### config.mk
export PLATFORM = sky130hd
export DESIGN_NAME = tpse_tx
export DESIGN_NICKNAME = d
export VERILOG_FILES = /design/src/tpse_pkg.sv /design/src/tpse_tx.sv
export SDC_FILE = /design/constraint.sdc
export NUM_CORES = 1
export LEC_CHECK = 0
export BUFFER_PORTS_ARGS = -buffer_cell sky130_fd_sc_hd__buf_2
export CAP_MARGIN = 20
export CORE_AREA = 2 2 97 99
export DETAILED_ROUTE_END_ITERATION = 7
export DIE_AREA = 0 0 99 101
export PLACE_DENSITY_LB_ADDON = 0.15
export SLEW_MARGIN = 30
export SYNTH_ARGS = -nofsm -noshare
export SYNTH_HDL_FRONTEND = slang
export SYNTH_SLANG_ARGS = --single-unit
### constraint.sdc
create_clock -name mclk -period 5.45 [get_ports mclk]
set_input_delay 0.545 -clock mclk [delete_from_list [all_inputs] [get_ports mclk]]
set_output_delay 0.545 -clock mclk [all_outputs]
set_load 0.005 [all_outputs]
### src/tpse_pkg.sv
// Purpose: Shared constants and types for the ternary PCS transmit block
// Assumes: 40 MHz mclk, one triplet per symbol-group tick
// Notes:   Symbols are 2-bit two's complement: +1, 0, -1
package tpse_pkg;

  localparam int         MCLK_NS   = 25;
  localparam int         TRIP_NS   = 400;
  localparam int         TRIP_CYC  = (TRIP_NS + MCLK_NS - 1) / MCLK_NS;
  localparam logic [4:0] TRIP_LAST = 5'(TRIP_CYC - 1);

  localparam int         AW       = 4;
  localparam logic [3:0] OFF_CTRL = 4'h0;
  localparam logic [3:0] OFF_STAT = 4'h4;
  localparam logic [3:0] OFF_SCR  = 4'h8;

  localparam int         CB_MASTER  = 0;
  localparam int         CB_RCVR_OK = 1;
  localparam int         CB_LPI     = 2;
  localparam int         CB_SRST    = 3;
  localparam logic [2:0] CTRL_RST   = 3'h1;

  localparam int          SB_SCR_TOP = 8;
  localparam logic [32:0] SCR_SEED   = 33'h1A5A5A5A5;
  localparam int          TAP_M      = 12;
  localparam int          TAP_S      = 19;
  localparam int          TAP_TOP    = 32;

  localparam logic [2:0] DISP_INIT = 3'h2;
  localparam logic [2:0] DISP_RES  = 3'h1;
  localparam logic [2:0] DISP_MAX  = 3'h4;

  localparam logic [1:0] SYM_P = 2'h1;
  localparam logic [1:0] SYM_Z = 2'h0;
  localparam logic [1:0] SYM_N = 2'h3;

  localparam logic [1:0] RESP_OKAY   = 2'h0;
  localparam logic [1:0] RESP_SLVERR = 2'h2;

  typedef enum logic [2:0] {
    K_NORM  = 3'h0,
    K_COMMA = 3'h1,
    K_DRES  = 3'h2,
    K_SSD4  = 3'h3,
    K_ESD4  = 3'h4,
    K_EERR  = 3'h5,
    K_SENDZ = 3'h6
  } tpse_kind_t;

  typedef struct packed {
    logic [1:0] a;
    logic [1:0] b;
    logic [1:0] c;
  } tpse_trip_t;

  typedef struct packed {
    logic lpi_req;
    logic rcvr_ok;
    logic master;
  } tpse_ctrl_t;

endpackage

### src/tpse_tx.sv
// Purpose: Side-stream scrambler, 4B3T encoder and delimiter triplets
// Assumes: MAC nibble and tx_kind are on mclk; AXI4-Lite on mclk
// Notes:   One nibble becomes one triplet on each K_NORM group tick with mii_tx_en high
`timescale 1ns/1ps

module tpse_tx (
  input  wire logic                   mclk,
  input  wire logic                   rst,
  input  wire logic                   s_axi_awvalid,
  output logic                        s_axi_awready,
  input  wire logic [tpse_pkg::AW-1:0] s_axi_awaddr,
  input  wire logic                   s_axi_wvalid,
  output logic                        s_axi_wready,
  input  wire logic [31:0]            s_axi_wdata,
  input  wire logic [3:0]             s_axi_wstrb,
  output logic                        s_axi_bvalid,
  input  wire logic                   s_axi_bready,
  output logic [1:0]                  s_axi_bresp,
  input  wire logic                   s_axi_arvalid,
  output logic                        s_axi_arready,
  input  wire logic [tpse_pkg::AW-1:0] s_axi_araddr,
  output logic                        s_axi_rvalid,
  input  wire logic                   s_axi_rready,
  output logic [31:0]                 s_axi_rdata,
  output logic [1:0]                  s_axi_rresp,
  input  wire logic                   mii_tx_en,
  input  wire logic [3:0]             mii_txd,
  input  wire tpse_pkg::tpse_kind_t   tx_kind,
  output tpse_pkg::tpse_trip_t        trip_out,
  output logic                        trip_valid,
  output logic                        nibble_taken
);
  import tpse_pkg::*;

  // Bus state
  logic                awready_reg, awready_next;
  logic                wready_reg,  wready_next;
  logic                aw_full_reg, aw_full_next;
  logic                w_full_reg,  w_full_next;
  logic [AW-1:0]       awaddr_reg,  awaddr_next;
  logic [31:0]         wdata_reg,   wdata_next;
  logic [3:0]          wstrb_reg,   wstrb_next;
  logic                bvalid_reg,  bvalid_next;
  logic [1:0]          bresp_reg,   bresp_next;
  logic                arready_reg, arready_next;
  logic                rvalid_reg,  rvalid_next;
  logic [31:0]         rdata_reg,   rdata_next;
  logic [1:0]          rresp_reg,   rresp_next;
  tpse_ctrl_t          ctrl_reg,    ctrl_next;
  logic                srst_reg,    srst_next;

  // Core state
  logic [4:0]          div_reg,     div_next;
  logic                tick_reg,    tick_next;
  logic [32:0]         scr_reg,     scr_next;
  logic [2:0]          disp_reg,    disp_next;
  tpse_trip_t          trip_reg,    trip_next;
  logic                vld_reg,     vld_next;
  logic                take_reg,    take_next;

  logic [3:0]          sc;
  logic [3:0]          sd;
  logic [3:0]          dsum;
  tpse_trip_t          enc;

  function automatic logic [3:0] sym_val(input logic [1:0] s);
    sym_val = 4'h0;
    if (s == SYM_P) begin
      sym_val = 4'h1;
    end else if (s == SYM_N) begin
      sym_val = 4'hF;
    end
  endfunction

  // Net disparity of a triplet, 4-bit two's complement
  function automatic logic [3:0] trip_sum(input tpse_trip_t t);
    trip_sum = sym_val(t.a) + sym_val(t.b) + sym_val(t.c);
  endfunction

  function automatic logic [3:0] derive(input logic [32:0] s);
    derive[0] = s[0];
    derive[1] = s[3] ^ s[8];
    derive[2] = s[6] ^ s[16];
    derive[3] = s[9] ^ s[14] ^ s[19] ^ s[24];
  endfunction

  function automatic tpse_trip_t encode(input logic [3:0] n, input logic [2:0] d);
    logic d1;
    logic d4;
    logic hi;
    d1 = (d == 3'h1);
    d4 = (d == DISP_MAX);
    hi = (d >= 3'h3);
    case (n)
      4'h0: encode = d1 ? {SYM_P, SYM_Z, SYM_P} : {SYM_Z, SYM_N, SYM_Z};
      4'h1: encode = {SYM_Z, SYM_N, SYM_P};
      4'h2: encode = {SYM_P, SYM_N, SYM_Z};
      4'h3: encode = d4 ? {SYM_N, SYM_N, SYM_Z} : {SYM_Z, SYM_Z, SYM_P};
      4'h4: encode = {SYM_N, SYM_P, SYM_Z};
      4'h5: encode = d1 ? {SYM_Z, SYM_P, SYM_P} : {SYM_N, SYM_Z, SYM_Z};
      4'h6: encode = hi ? {SYM_P, SYM_N, SYM_N} : {SYM_N, SYM_P, SYM_P};
      4'h7: encode = {SYM_N, SYM_Z, SYM_P};
      4'h8: encode = d4 ? {SYM_Z, SYM_N, SYM_N} : {SYM_P, SYM_Z, SYM_Z};
      4'h9: encode = d4 ? {SYM_N, SYM_N, SYM_N} : {SYM_P, SYM_N, SYM_P};
      4'hA: encode = hi ? {SYM_N, SYM_N, SYM_P} : {SYM_P, SYM_P, SYM_N};
      4'hB: encode = {SYM_P, SYM_Z, SYM_N};
      4'hC: encode = d1 ? {SYM_P, SYM_P, SYM_P} : {SYM_N, SYM_P, SYM_N};
      4'hD: encode = d4 ? {SYM_N, SYM_Z, SYM_N} : {SYM_Z, SYM_P, SYM_Z};
      4'hE: encode = {SYM_Z, SYM_P, SYM_N};
      default: encode = d1 ? {SYM_P, SYM_P, SYM_Z} : {SYM_Z, SYM_Z, SYM_N};
    endcase
  endfunction

  function automatic tpse_trip_t dispres(input logic [2:0] d);
    case (d)
      3'h1:    dispres = {SYM_N, SYM_Z, SYM_P};
      3'h2:    dispres = {SYM_N, SYM_Z, SYM_Z};
      3'h3:    dispres = {SYM_N, SYM_Z, SYM_N};
      default: dispres = {SYM_N, SYM_N, SYM_N};
    endcase
  endfunction

  // AXI4-Lite slave
  always_comb begin
    awready_next = awready_reg;
    wready_next  = wready_reg;
    aw_full_next = aw_full_reg;
    w_full_next  = w_full_reg;
    awaddr_next  = awaddr_reg;
    wdata_next   = wdata_reg;
    wstrb_next   = wstrb_reg;
    bvalid_next  = bvalid_reg;
    bresp_next   = bresp_reg;
    arready_next = arready_reg;
    rvalid_next  = rvalid_reg;
    rdata_next   = rdata_reg;
    rresp_next   = rresp_reg;
    ctrl_next    = ctrl_reg;
    srst_next    = 1'b0;
    if (s_axi_awvalid && awready_reg) begin
      aw_full_next = 1'b1;
      awaddr_next  = s_axi_awaddr;
      awready_next = 1'b0;
    end
    if (s_axi_wvalid && wready_reg) begin
      w_full_next = 1'b1;
      wdata_next  = s_axi_wdata;
      wstrb_next  = s_axi_wstrb;
      wready_next = 1'b0;
    end
    if (aw_full_reg && w_full_reg) begin
      aw_full_next = 1'b0;
      w_full_next  = 1'b0;
      bvalid_next  = 1'b1;
      bresp_next   = RESP_OKAY;
      if (awaddr_reg == OFF_CTRL) begin
        if (wstrb_reg[0]) begin
          ctrl_next = wdata_reg[2:0];
          srst_next = wdata_reg[CB_SRST];
        end
      end else if (awaddr_reg != OFF_STAT && awaddr_reg != OFF_SCR) begin
        bresp_next = RESP_SLVERR;
      end
    end
    if (bvalid_reg && s_axi_bready) begin
      bvalid_next  = 1'b0;
      awready_next = 1'b1;
      wready_next  = 1'b1;
    end
    if (s_axi_arvalid && arready_reg) begin
      arready_next = 1'b0;
      rvalid_next  = 1'b1;
      rresp_next   = RESP_OKAY;
      rdata_next   = 32'h0;
      if (s_axi_araddr == OFF_CTRL) begin
        rdata_next[2:0] = ctrl_reg;
      end else if (s_axi_araddr == OFF_STAT) begin
        rdata_next[2:0]        = disp_reg;
        rdata_next[SB_SCR_TOP] = scr_reg[TAP_TOP];
      end else if (s_axi_araddr == OFF_SCR) begin
        rdata_next = scr_reg[31:0];
      end else begin
        rresp_next = RESP_SLVERR;
      end
    end
    if (rvalid_reg && s_axi_rready) begin
      rvalid_next  = 1'b0;
      arready_next = 1'b1;
    end
  end

  always_ff @(posedge mclk) begin
    if (rst) begin
      awready_reg <= 1'b1;
      wready_reg  <= 1'b1;
      aw_full_reg <= 1'b0;
      w_full_reg  <= 1'b0;
      awaddr_reg  <= '0;
      wdata_reg   <= 32'h0;
      wstrb_reg   <= 4'h0;
      bvalid_reg  <= 1'b0;
      bresp_reg   <= RESP_OKAY;
      arready_reg <= 1'b1;
      rvalid_reg  <= 1'b0;
      rdata_reg   <= 32'h0;
      rresp_reg   <= RESP_OKAY;
      ctrl_reg    <= CTRL_RST;
      srst_reg    <= 1'b0;
    end else begin
      awready_reg <= awready_next;
      wready_reg  <= wready_next;
      aw_full_reg <= aw_full_next;
      w_full_reg  <= w_full_next;
      awaddr_reg  <= awaddr_next;
      wdata_reg   <= wdata_next;
      wstrb_reg   <= wstrb_next;
      bvalid_reg  <= bvalid_next;
      bresp_reg   <= bresp_next;
      arready_reg <= arready_next;
      rvalid_reg  <= rvalid_next;
      rdata_reg   <= rdata_next;
      rresp_reg   <= rresp_next;
      ctrl_reg    <= ctrl_next;
      srst_reg    <= srst_next;
    end
  end

  // Scrambled nibble and encoder
  always_comb begin
    sc = derive(scr_reg);
    if (mii_tx_en) begin
      sd = sc ^ mii_txd;
    end else begin
      sd[3] = sc[3] ^ ctrl_reg.rcvr_ok;
      sd[2] = sc[1] ^ ctrl_reg.lpi_req;
      sd[1] = sc[2];
      sd[0] = sc[0];
    end
    enc  = encode(sd, disp_reg);
    dsum = {1'b0, disp_reg} + trip_sum(trip_next);
  end

  always_comb begin
    div_next  = (div_reg == TRIP_LAST) ? 5'h0 : div_reg + 5'h1;
    tick_next = (div_reg == TRIP_LAST);
    scr_next  = scr_reg;
    disp_next = disp_reg;
    trip_next = trip_reg;
    vld_next  = 1'b0;
    take_next = 1'b0;
    if (srst_reg) begin
      div_next  = 5'h0;
      tick_next = 1'b0;
      scr_next  = SCR_SEED;
      disp_next = DISP_INIT;
    end else if (tick_reg) begin
      vld_next = 1'b1;
      if (ctrl_reg.master) begin
        scr_next = {scr_reg[31:0], scr_reg[TAP_M] ^ scr_reg[TAP_TOP]};
      end else begin
        scr_next = {scr_reg[31:0], scr_reg[TAP_S] ^ scr_reg[TAP_TOP]};
      end
      case (tx_kind)
        K_NORM: begin
          trip_next = enc;
          disp_next = dsum[2:0];
          take_next = mii_tx_en;
        end
        K_DRES: begin
          trip_next = dispres(disp_reg);
          disp_next = DISP_RES;
        end
        K_SSD4: begin
          trip_next = {SYM_P, SYM_P, SYM_N};
          disp_next = dsum[2:0];
        end
        K_ESD4: begin
          trip_next = {SYM_P, SYM_N, SYM_P};
          disp_next = dsum[2:0];
        end
        K_EERR: begin
          trip_next = {SYM_N, SYM_P, SYM_P};
          disp_next = dsum[2:0];
        end
        K_COMMA: begin
          trip_next = {SYM_Z, SYM_Z, SYM_Z};
        end
        default: begin
          trip_next = {SYM_Z, SYM_Z, SYM_Z};
        end
      endcase
    end
  end

  always_ff @(posedge mclk) begin
    if (rst) begin
      div_reg  <= 5'h0;
      tick_reg <= 1'b0;
      scr_reg  <= SCR_SEED;
      disp_reg <= DISP_INIT;
      trip_reg <= {SYM_Z, SYM_Z, SYM_Z};
      vld_reg  <= 1'b0;
      take_reg <= 1'b0;
    end else begin
      div_reg  <= div_next;
      tick_reg <= tick_next;
      scr_reg  <= scr_next;
      disp_reg <= disp_next;
      trip_reg <= trip_next;
      vld_reg  <= vld_next;
      take_reg <= take_next;
    end
  end

  assign s_axi_awready = awready_reg;
  assign s_axi_wready  = wready_reg;
  assign s_axi_bvalid  = bvalid_reg;
  assign s_axi_bresp   = bresp_reg;
  assign s_axi_arready = arready_reg;
  assign s_axi_rvalid  = rvalid_reg;
  assign s_axi_rdata   = rdata_reg;
  assign s_axi_rresp   = rresp_reg;
  assign trip_out      = trip_reg;
  assign trip_valid    = vld_reg;
  assign nibble_taken  = take_reg;

  logic go;
  assign go = tick_reg && !srst_reg;
endmodule

==> summary.md, run 1 <==
| Metric | Value |
|---|---|
| Outcome | complete, no violations |
| Max-cap violations | 0 |
| Die width | 99 um |
| Top-area cell type share of the netlist area | 0.440 |
| R2R depth | 15 |
| Setup TNS | 0 ns |
| H-tree Lvls | 3 |
| Core Area | 8980 um^2 |
| Slew Viols, Final | 0 |
| PD cells | 254 nW/um^2 |
| Fin nets | 638 |
| Sw Ratio | 0.266 |
| Final worst-path cycle share | 0.846 |
| Family with the most delay on the worst path | adder cells |
| Avg Cell Area, Syn | 9.17 um^2 |
| Worst r2r src | scr_reg[3] |
| Fraction of layout cells with a size suffix above 1 | 0.198 |
| Crit path time final | 4.61 ns |
| Flip-flop count of the largest register after layout | 33 |
| Initial Utilization | 0.527 |
| Largest net degree at the start of global routing | 65 |
| Postcts setup bufs | 0 |
| Max FO, Critical Path | 21 |
| Total GRT Usage | 0.216 |
| Min-Delay Path Class | in -> reg |
| Total power | 1.35 mW |
| CTS Sinks | 104 |
| First-pass GRT wire length | 17,500 um |
| Asr flop ratio synth | 0 |
| CP Capture Type | flop |
| Post-Route Skew | 0.0146 ns |
| Synthesis-to-finish area growth | 12.2% |
| Number of stages on the worst setup path | 15 |
| Critical path buffers and inverters | 1 |
| Routed vias/inst | 5.57 |
| Min-delay src | s_axi_arvalid |
| Reg clk slew, reported paths | 0.10 ns |
| # hold bufs at CTS | 0 |
| Leakage power | 2.22 nW |
| GP Congestion | 0.875 |
| Cells after synthesis | 516 |
| CTS tree | built |
| Most common cell in the synthesized netlist | dfxtp_1 |
| Detailed Place HPWL | 7320 um |
| Top cells by count, synth | dfxtp_1 (104), nor2_1 (80), nand2_1 (48) |
| Synth area leaders | dfxtp_1 (44%), mux2i_1 (9.7%), nor2_1 (6.3%), a22oi_1 (5.1%), nand2_1 (3.8%) |
| TritonCTS buffer count | 9 |
| Placed Area | 5120 um^2 |
| Post-route ant nets | 0 |
| RSZ-0062 raised after global routing | no |
| Leading area contributor after synthesis | dfxtp_1 |
| Endpoints failing hold | 0 |
| Full die area | 10000 um^2 |
| Slew Limit Headroom | 0.569 |
| Vias in the first global route | 3,560 |
| FF+latch count, synth | 104 |
| DRT iter0 DRCs | 128 |
| Combinational power share | 0.076 |
| Critical path class | reg -> reg |
| YS warnings | 0 |
| Worst-Margin Slew | 0.634 ns |
| CP cell instances | xnor3_1 > mux2i_4 > xnor2_1 > a221o_1 > or4_4 > nand2b_4 > fa_1 > inv_1 > fa_1 > ha_1 > xor2_1 > xnor2_1 > nor2_1 > o21ai_0 > a21oi_1 |
| Worst path slowest cell | mux2i_4 |
| R2R Path End | disp_reg[2] |
| Worst hold margin | 0.383 ns |
| FP Rows | 35 |
| Setup crit start | scr_reg[3] |
| Clock Power Share | 0.344 |
| Post-synth EDFFs | 0 |
| Die H | 101 um |
| Design area | 5310 um^2 |
| Cts repair resizes | 0 |
| Ys flop type | dfxtp_1 |
| Post-DR wirelength/cell | 15.2 um |
| Cell Int Power | 0.990 mW |
| Clock tree buffer depth | 2 |
| R2r setup slk | 0.84 ns |
| Switching power | 0.358 mW |
| Max VDD drop | 0.177 mV |
| ANT cells | 0 |
| Clock Tree Root | clkbuf_8 |
| Mapped Area | 4730 um^2 |
| First drt pass iteration count | 4 |
| Critical Path Max Stage Delay | 0.54 ns |
| Sequential power share | 0.580 |
| Crit path DAT | 4.85 ns |
| Routed vias | 3,829 |
| CP startpoint kind | flop |
| Clock latency at the later pin of the worst-skew pair | 0.36 ns |
| Hold Path End | s_axi_arready |
| Buffers added on ports | 74 |
| Grt ovf | 0 |
| WL final | 10,400 um |
| Drt drc | 0 |
| I/O pin count | 108 |
| Initial antenna violation count | 0 |
| Worst EP required | 5.69 ns |
| Hold path cells | 2 |
| Count of final setup violators | 0 |
| Max Fclk | 0.217 GHz |
| Register area share after synthesis | 0.440 |
| Yosys cell types | 59 |
final cells by class:
cell class,count,area [um^2]
Clock buffer,10,128
Sequential cell,104,2080
Multi-Input combinational cell,366,2440
Clock inverter,6,61.3
Fill cell,829,3670
Inverter,11,41.3
Timing Repair Buffer,80,415
Tap cell,111,139
routing by layer:
layer / routed length (um) / vias to the layer above / track usage
li1: - / 1908 / -
met1: 5110 / 1816 / 0.303
met2: 4700 / 90 / 0.344
met3: 458 / 15 / 0.0451
met4: 162 / 0 / 0.0537
met5: 0 / - / 0
power by group through the flow:
stage / Combinational [mW] / Clock [mW] / Sequential [mW]
3_3_place_gp: 0.101 / 0 / 0.798
4_1_cts: 0.103 / 0.476 / 0.781
5_1_grt: 0.115 / 0.506 / 0.783
3_5_place_dp: 0.103 / 0 / 0.799
2_1_floorplan: 0.0714 / 0 / 0.798
6_report: 0.102 / 0.464 / 0.781
placed cells by master (no fill, tap or decap), types with 3 or more instances in the layout:
master and n:
or3_1 3, fa_1 3, mux2i_1 46, xor2_1 5
xnor2_1 8, mux2_2 5, nor4_1 3, ha_1 4
o21ai_0 18, nor3_1 9, a21oi_1 21, nand2_1 48
nand3_1 12, buf_2 74, or2_2 3, inv_1 11
nor2_1 80, o211ai_1 4, a211oi_1 4, nand2b_1 5
clkbuf_8 9, nor2b_1 5, dfxtp_1 103, buf_4 6
a22oi_1 32, xnor3_1 4, nor3b_1 5
worst reg2reg max path, cell delays in order, from the launching register on:
cell      delay, ns
dfxtp_1        0.44
xnor3_1        0.48
mux2i_4        0.54
xnor2_1        0.13
a221o_1        0.31
or4_4          0.51
nand2b_4       0.16
fa_1           0.54
inv_1          0.07
fa_1           0.46
ha_1           0.22
xor2_1         0.15
xnor2_1        0.20
nor2_1         0.05
o21ai_0        0.14
a21oi_1        0.08
logic make-up after synthesis:
group,after synthesis,synth area share
XOR/XNOR,18,0.0484
adder cells (fa/ha/maj),7,0.0233
other,1,0.000792
AND/OR/NAND/NOR,189,0.186
flip-flops,104,0.440
buffers and inverters,47,0.0447
multiplexers,53,0.119
AO/OA/AOI/OAI,97,0.138
worst max path at each step:
stage,to,slack (ns)
2_1_floorplan,disp_reg[2],1.14
5_1_grt,disp_reg[2],0.54
6_report,disp_reg[2],0.84
3_3_place_gp,disp_reg[2],0.80
4_1_cts,disp_reg[2],0.83
3_5_place_dp,disp_reg[2],0.74
metrics by stage:
step	util	cells	setup slack (ns)
finish	0.592	688	0.840
global route	0.592	688	0.536
CTS	0.591	688	0.825
detailed placement	0.570	672	0.735
global placement	0.570	672	0.801
floorplan	-	517	1.14
(Power assumes the default switching activity.)
==> run 2, diff against run 1 <==
Clock period 5.45 ns to 4.5 ns, I/O delays scaled along.
==> run 2 against run 1 <==
Sequential power up 21%. Count of clock-buffer cells in the layout down 1. Die area unchanged. Clock skew up 0.0028 ns. Critical endpoint unchanged. Via count up 1.6%. Hold slack worse by 0.062 ns. Global-route usage up 0.65 points. Highest routed layer unchanged. Sequential share of layout area down 1.5 points. Non-clock buffer count up 16.
==> summary.md, run 2 (synthesis results as in run 1) <==
| Metric | Value |
|---|---|
| Synthesis-to-finish area growth | 17.1% |
| TritonCTS buffer count | 9 |
| Most frequent cells in the layout | dfxtp_1 (98), nor2_1 (79), buf_2 (74) |
| Sequential power share | 0.561 |
| Final cell count without fillers | 705 |
| Fillers | 791 |
| Full die area | 10000 um^2 |
| Cell Int Power | 1.25 mW |
| Flip-flop count of the largest register after layout | 33 |
| DP Cell Count | 684 |
| Min-Delay Path Class | in -> reg |
| Final worst-path cycle share | 0.957 |
| I/O pin count | 108 |
| Crit path time final | 4.31 ns |
| Largest net degree at the start of global routing | 64 |
| H-tree Lvls | 3 |
| Reg clk slew, reported paths | 0.10 ns |
| PD cells | 304 nW/um^2 |
| Worst-Margin Slew | 0.665 ns |
| Clock latency at the later pin of the worst-skew pair | 0.36 ns |
| CP startpoint kind | input pin |
| Routed vias | 3,890 |
| Combinational power share | 0.081 |
| Drt drc | 0 |
| Max-cap violations | 0 |
| Crit path DAT | 4.59 ns |
| Die H | 101 um |
| Post-Route Skew | 0.0175 ns |
| Count of final setup violators | 0 |
| Area occupied by multi-input gates | 2530 um^2 |
| Clock Power Share | 0.358 |
| Clock tree buffer depth | 2 |
| Max FO, Critical Path | 8 |
| Switching power | 0.432 mW |
| Total GRT Usage | 0.223 |
| CTS Sinks | 104 |
| Worst EP required | 4.79 ns |
| Total power | 1.69 mW |
| CTS tree | built |
| Max Fclk | 0.232 GHz |
| Sw Ratio | 0.256 |
| DRT iter0 DRCs | 200 |
| GP Congestion | 0.891 |
| Grt ovf | 0 |
| First drt pass iteration count | 4 |
| Worst hold margin | 0.322 ns |
| WL final | 11,200 um |
| ANT cells | 0 |
| Vias in the first global route | 3,621 |
| CP Capture Type | flop |
| Util after Layout | 0.617 |
| Critical path class | in -> reg |
| Fin nets | 656 |
| Endpoints failing hold | 0 |
| Post-DR wirelength/cell | 15.8 um |
| Core Area | 8980 um^2 |
| # hold bufs at CTS | 0 |
| First-pass GRT wire length | 17,900 um |
| Slew Viols, Final | 0 |
| Sequential cell area | 2090 um^2 |
| Die width | 99 um |
| Outcome | complete, no violations |
| Clock Tree Root | clkbuf_8 |
| Initial antenna violation count | 0 |
| Initial Utilization | 0.527 |
| Post-route ant nets | 0 |
| Routed vias/inst | 5.52 |
| FP Rows | 35 |
| Buffers added on ports | 74 |
| Detailed Place HPWL | 7730 um |
| Fraction of layout cells with a size suffix above 1 | 0.244 |
| Most common cell after layout, fill and taps aside | dfxtp_1 |
| Max VDD drop | 0.180 mV |
| Leakage power | 2.32 nW |
| Slew Limit Headroom | 0.556 |
-- run 2: power groups by stage --
stage | Sequential [mW] | Clock (mW) | Combinational [mW]
5_1_grt | 0.949 | 0.659 | 0.150
2_1_floorplan | 0.966 | 0 | 0.0864
4_1_cts | 0.946 | 0.623 | 0.129
3_3_place_gp | 0.967 | 0 | 0.127
6_report | 0.946 | 0.605 | 0.136
3_5_place_dp | 0.968 | 0 | 0.129
-- run 2: cell type report --
cell class | count | area share
flip-flops and latches | 104 | 0.377
inverters | 11 | 0.00745
repair buffers | 96 | 0.0973
well taps | 111 | 0.0251
clock buffers | 9 | 0.0224
clock inverters | 6 | 0.0138
multi-input cells | 368 | 0.457
-- run 2: worst paths after layout --
kind	depth (start not counted)	from	slack [ns]	end
worst min-delay path	2	s_axi_arvalid	0.32	s_axi_arready
worst max-delay path	16	mii_tx_en	0.19	disp_reg[2]
worst min register to register	1	div_reg[0]	0.46	div_reg[0]
worst max register to register	15	scr_reg[3]	0.23	disp_reg[2]
-- run 2: per-stage QoR --
step	area, um^2	setup WS [ns]	TNS, ns
after floorplan	4740	0.287	0
after CTS	5410	0.0443	0
final	5540	0.193	0
after detailed placement	5210	-0.0126	-0.0126
after global routing	5540	-0.0158	-0.0158
after global placement	5210	0.116	0
-- run 2: worst max-delay path, cell delays in order --
cell and delay [ns]:
buf_2 0.27, mux2i_2 0.40, xor3_1 0.41, nor2_2 0.07, a221o_1 0.32, or4_4 0.51
nand2b_4 0.16, fa_1 0.51, inv_1 0.07, fa_1 0.46, ha_1 0.22, xor2_1 0.15
xnor2_1 0.20, buf_4 0.15, nand4b_1 0.09, a21oi_1 0.15
-- run 2: per-layer routing --
metal	global-route usage	vias up	share of wire
met5	0	-	0
met2	0.362	104	0.46
met4	0.0653	0	0.0091
met1	0.307	1834	0.48
li1	-	1940	-
met3	0.0374	12	0.045
-- run 2: what timing repair did --
action / CTS / global route
gates resized for setup: 0 / 17
setup endpoints to repair: 0 / 1
buffers inserted: 0 / 4
==> run 3, diff against run 2 <==
Settings changed: ABC_CLOCK_PERIOD_IN_PS set to 4500, RECOVER_POWER set to 25.
==> run 3 against run 2 <==
The flow now finishes with violations (capacitance limit, slew limit). Wire length is 0.13% lower. Non-clock buffer count stayed put. Global-route usage stayed put. Critical path depth stayed put. Cell area is 0.18% lower. Via count hardly changed. Clock power hardly changed. Utilization is 0.11 points lower. Sequential power hardly changed. Setup slack worse by 0.0040 ns. Flip-flop and latch count stayed put. Critical path type unchanged. Critical endpoint unchanged. Largest cell class unchanged. Largest power group unchanged. Highest routed layer unchanged.
==> summary.md, run 3 (synthesis results as in run 1) <==
| Metric | Value |
|---|---|
| Reg clk slew, reported paths | 0.10 ns |
| Fraction of layout cells with a size suffix above 1 | 0.236 |
| Leakage power | 2.31 nW |
| Max-cap violations | 1 |
| Grt ovf | 0 |
| Setup crit start | mii_tx_en |
| I/O pin count | 108 |
| Fin nets | 656 |
| Buffers added on ports | 74 |
| Worst EP required | 4.79 ns |
| R2r setup slk | 0.22 ns |
| Routed vias | 3,888 |
| First-pass GRT wire length | 17,900 um |
| Crit path DAT | 4.60 ns |
| Slew Limit Headroom | -0.850 |
| Most frequent cells in the layout | dfxtp_1 (98), nor2_1 (80), buf_2 (71) |
| Worst hold margin | 0.322 ns |
| PD cells | 305 nW/um^2 |
| WL met3 | 487 um |
| Max FO, Critical Path | 8 |
| TritonCTS buffer count | 9 |
| Cell Int Power | 1.25 mW |
| FP Rows | 35 |
| Vias in the first global route | 3,621 |
| Setup crit end | disp_reg[2] |
| Critical Path Max Stage Delay | 0.51 ns |
| Most common cell after layout, fill and taps aside | dfxtp_1 |
| Worst r2r src | scr_reg[3] |
| DRT iter0 DRCs | 193 |
| Combinational power share | 0.081 |
| Metal1 wirelength | 5390 um |
| Drt drc | 0 |
| CP startpoint kind | input pin |
| ANT cells | 0 |
| Critical path buffers and inverters | 3 |
| Worst-Margin Slew | 2.77 ns |
| Min-Delay Path Class | in -> reg |
| Util after Layout | 0.616 |
| Initial Utilization | 0.527 |
| Detailed Place HPWL | 7730 um |
| Synthesis-to-finish area growth | 16.9% |
| Cell mode on critical path | fa_1 |
| Crit path time final | 4.31 ns |
| GP Congestion | 0.891 |
| Post-Route Skew | 0.0172 ns |
| Switching power | 0.431 mW |
| H-tree Lvls | 3 |
| Hold path cells | 2 |
| Critical path class | in -> reg |
| Post-route ant nets | 0 |
| R2R depth | 15 |
| Worst path slowest cell | or4_4 |
| Number of stages on the worst setup path | 16 |
| Clock latency at the later pin of the worst-skew pair | 0.36 ns |
| Initial antenna violation count | 0 |
| Failing checks | capacitance limit, slew limit |
| Final worst-path cycle share | 0.958 |
| Max Fclk | 0.232 GHz |
| R2R Path End | disp_reg[2] |
| Clock Tree Root | clkbuf_8 |
| Largest net degree at the start of global routing | 64 |
| # hold bufs at CTS | 0 |
| CTS Sinks | 104 |
| Core Area | 8980 um^2 |
| Count of final setup violators | 0 |
| CP cell instances | buf_2 > mux2i_2 > xor3_1 > nor2_2 > a221o_1 > or4_4 > nand2b_4 > fa_1 > inv_1 > fa_1 > ha_1 > xor2_1 > xnor2_1 > buf_4 > nand4b_1 > a21oi_1 |
| Slew Viols, Final | 64 |
| Max VDD drop | 0.180 mV |
| Die width | 99 um |
| Post-DR wirelength/cell | 15.8 um |
| Flip-flop count of the largest register after layout | 33 |
| Clock tree buffer depth | 2 |
| Uppermost layer routed | met4 |
| Endpoints failing hold | 0 |
| Sw Ratio | 0.256 |
| CP Capture Type | flop |
| Routed vias/inst | 5.51 |
| First drt pass iteration count | 4 |
| WL met2 | 5170 um |
| CTS tree | built |
| Sequential power share | 0.561 |
| Total GRT Usage | 0.223 |
| Die H | 101 um |
| Outcome | complete, but fails checks |
| Family with the most delay on the worst path | adder cells |
| WL final | 11,100 um |
| Clock Power Share | 0.358 |
| Full die area | 10000 um^2 |
-- run 3: power by group through the flow --
stage / registers (mW) / clock network, mW / logic [mW]
floorplan: 0.966 / 0 / 0.0864
global placement: 0.967 / 0 / 0.127
detailed placement: 0.968 / 0 / 0.129
CTS: 0.946 / 0.623 / 0.129
global route: 0.949 / 0.659 / 0.150
finish: 0.946 / 0.603 / 0.136
-- run 3: through the flow --
step	power [mW]	setup TNS, ns	instance area, um^2	setup slack, ns	instances
floorplan	1.05	0	4740	0.287	517
global placement	1.09	0	5210	0.116	684
detailed placement	1.10	-0.0126	5210	-0.0126	684
CTS	1.70	0	5410	0.0443	699
global route	1.76	-0.0162	5530	-0.0162	705
finish	1.69	0	5530	0.189	705
-- run 3: cell type report --
class                   instances  area, um^2
flip-flops and latches        104        2090
well taps                     111         139
clock buffers                   9         124
repair buffers                 96         532
clock inverters                 6        76.3
fillers                       791        3450
multi-input cells             368        2530
inverters                      11        41.3
-- run 3: layer usage --
layer	vias to the layer above	global-route usage
met5	-	0
met4	0	0.0653
met3	10	0.0374
met2	108	0.362
met1	1828	0.307
li1	1942	-
-- run 3: what timing repair did --
item / 4_1_cts / 5_1_grt
buffers inserted: 0 / 4
hold endpoints to repair: 0 / 0
endpoints found under the setup margin: 0 / 1
resized for setup: 0 / 17
-- run 3: worst reg2reg max path, stage by stage (launching register included) --
cell	delay [ns]
dfxtp_2	0.39
xnor3_2	0.49
mux2i_4	0.24
nor4_1	0.10
a221o_1	0.33
or4_4	0.51
nand2b_4	0.16
fa_1	0.51
inv_1	0.07
fa_1	0.46
ha_1	0.22
xor2_1	0.15
xnor2_1	0.20
buf_4	0.15
nand4b_1	0.09
a21oi_1	0.15
-- run 3: how the worst min path moves through the flow --
stage	end	from	slack, ns
floorplan	div_reg[0]	div_reg[0]	0.42
CTS	s_axi_arready	s_axi_arvalid	0.30
finish	s_axi_arready	s_axi_arvalid	0.32
detailed placement	wdata_reg[3]	wdata_reg[3]	0.44
global placement	div_reg[0]	div_reg[0]	0.43
global route	awaddr_reg[0]	s_axi_awaddr[0]	0.32
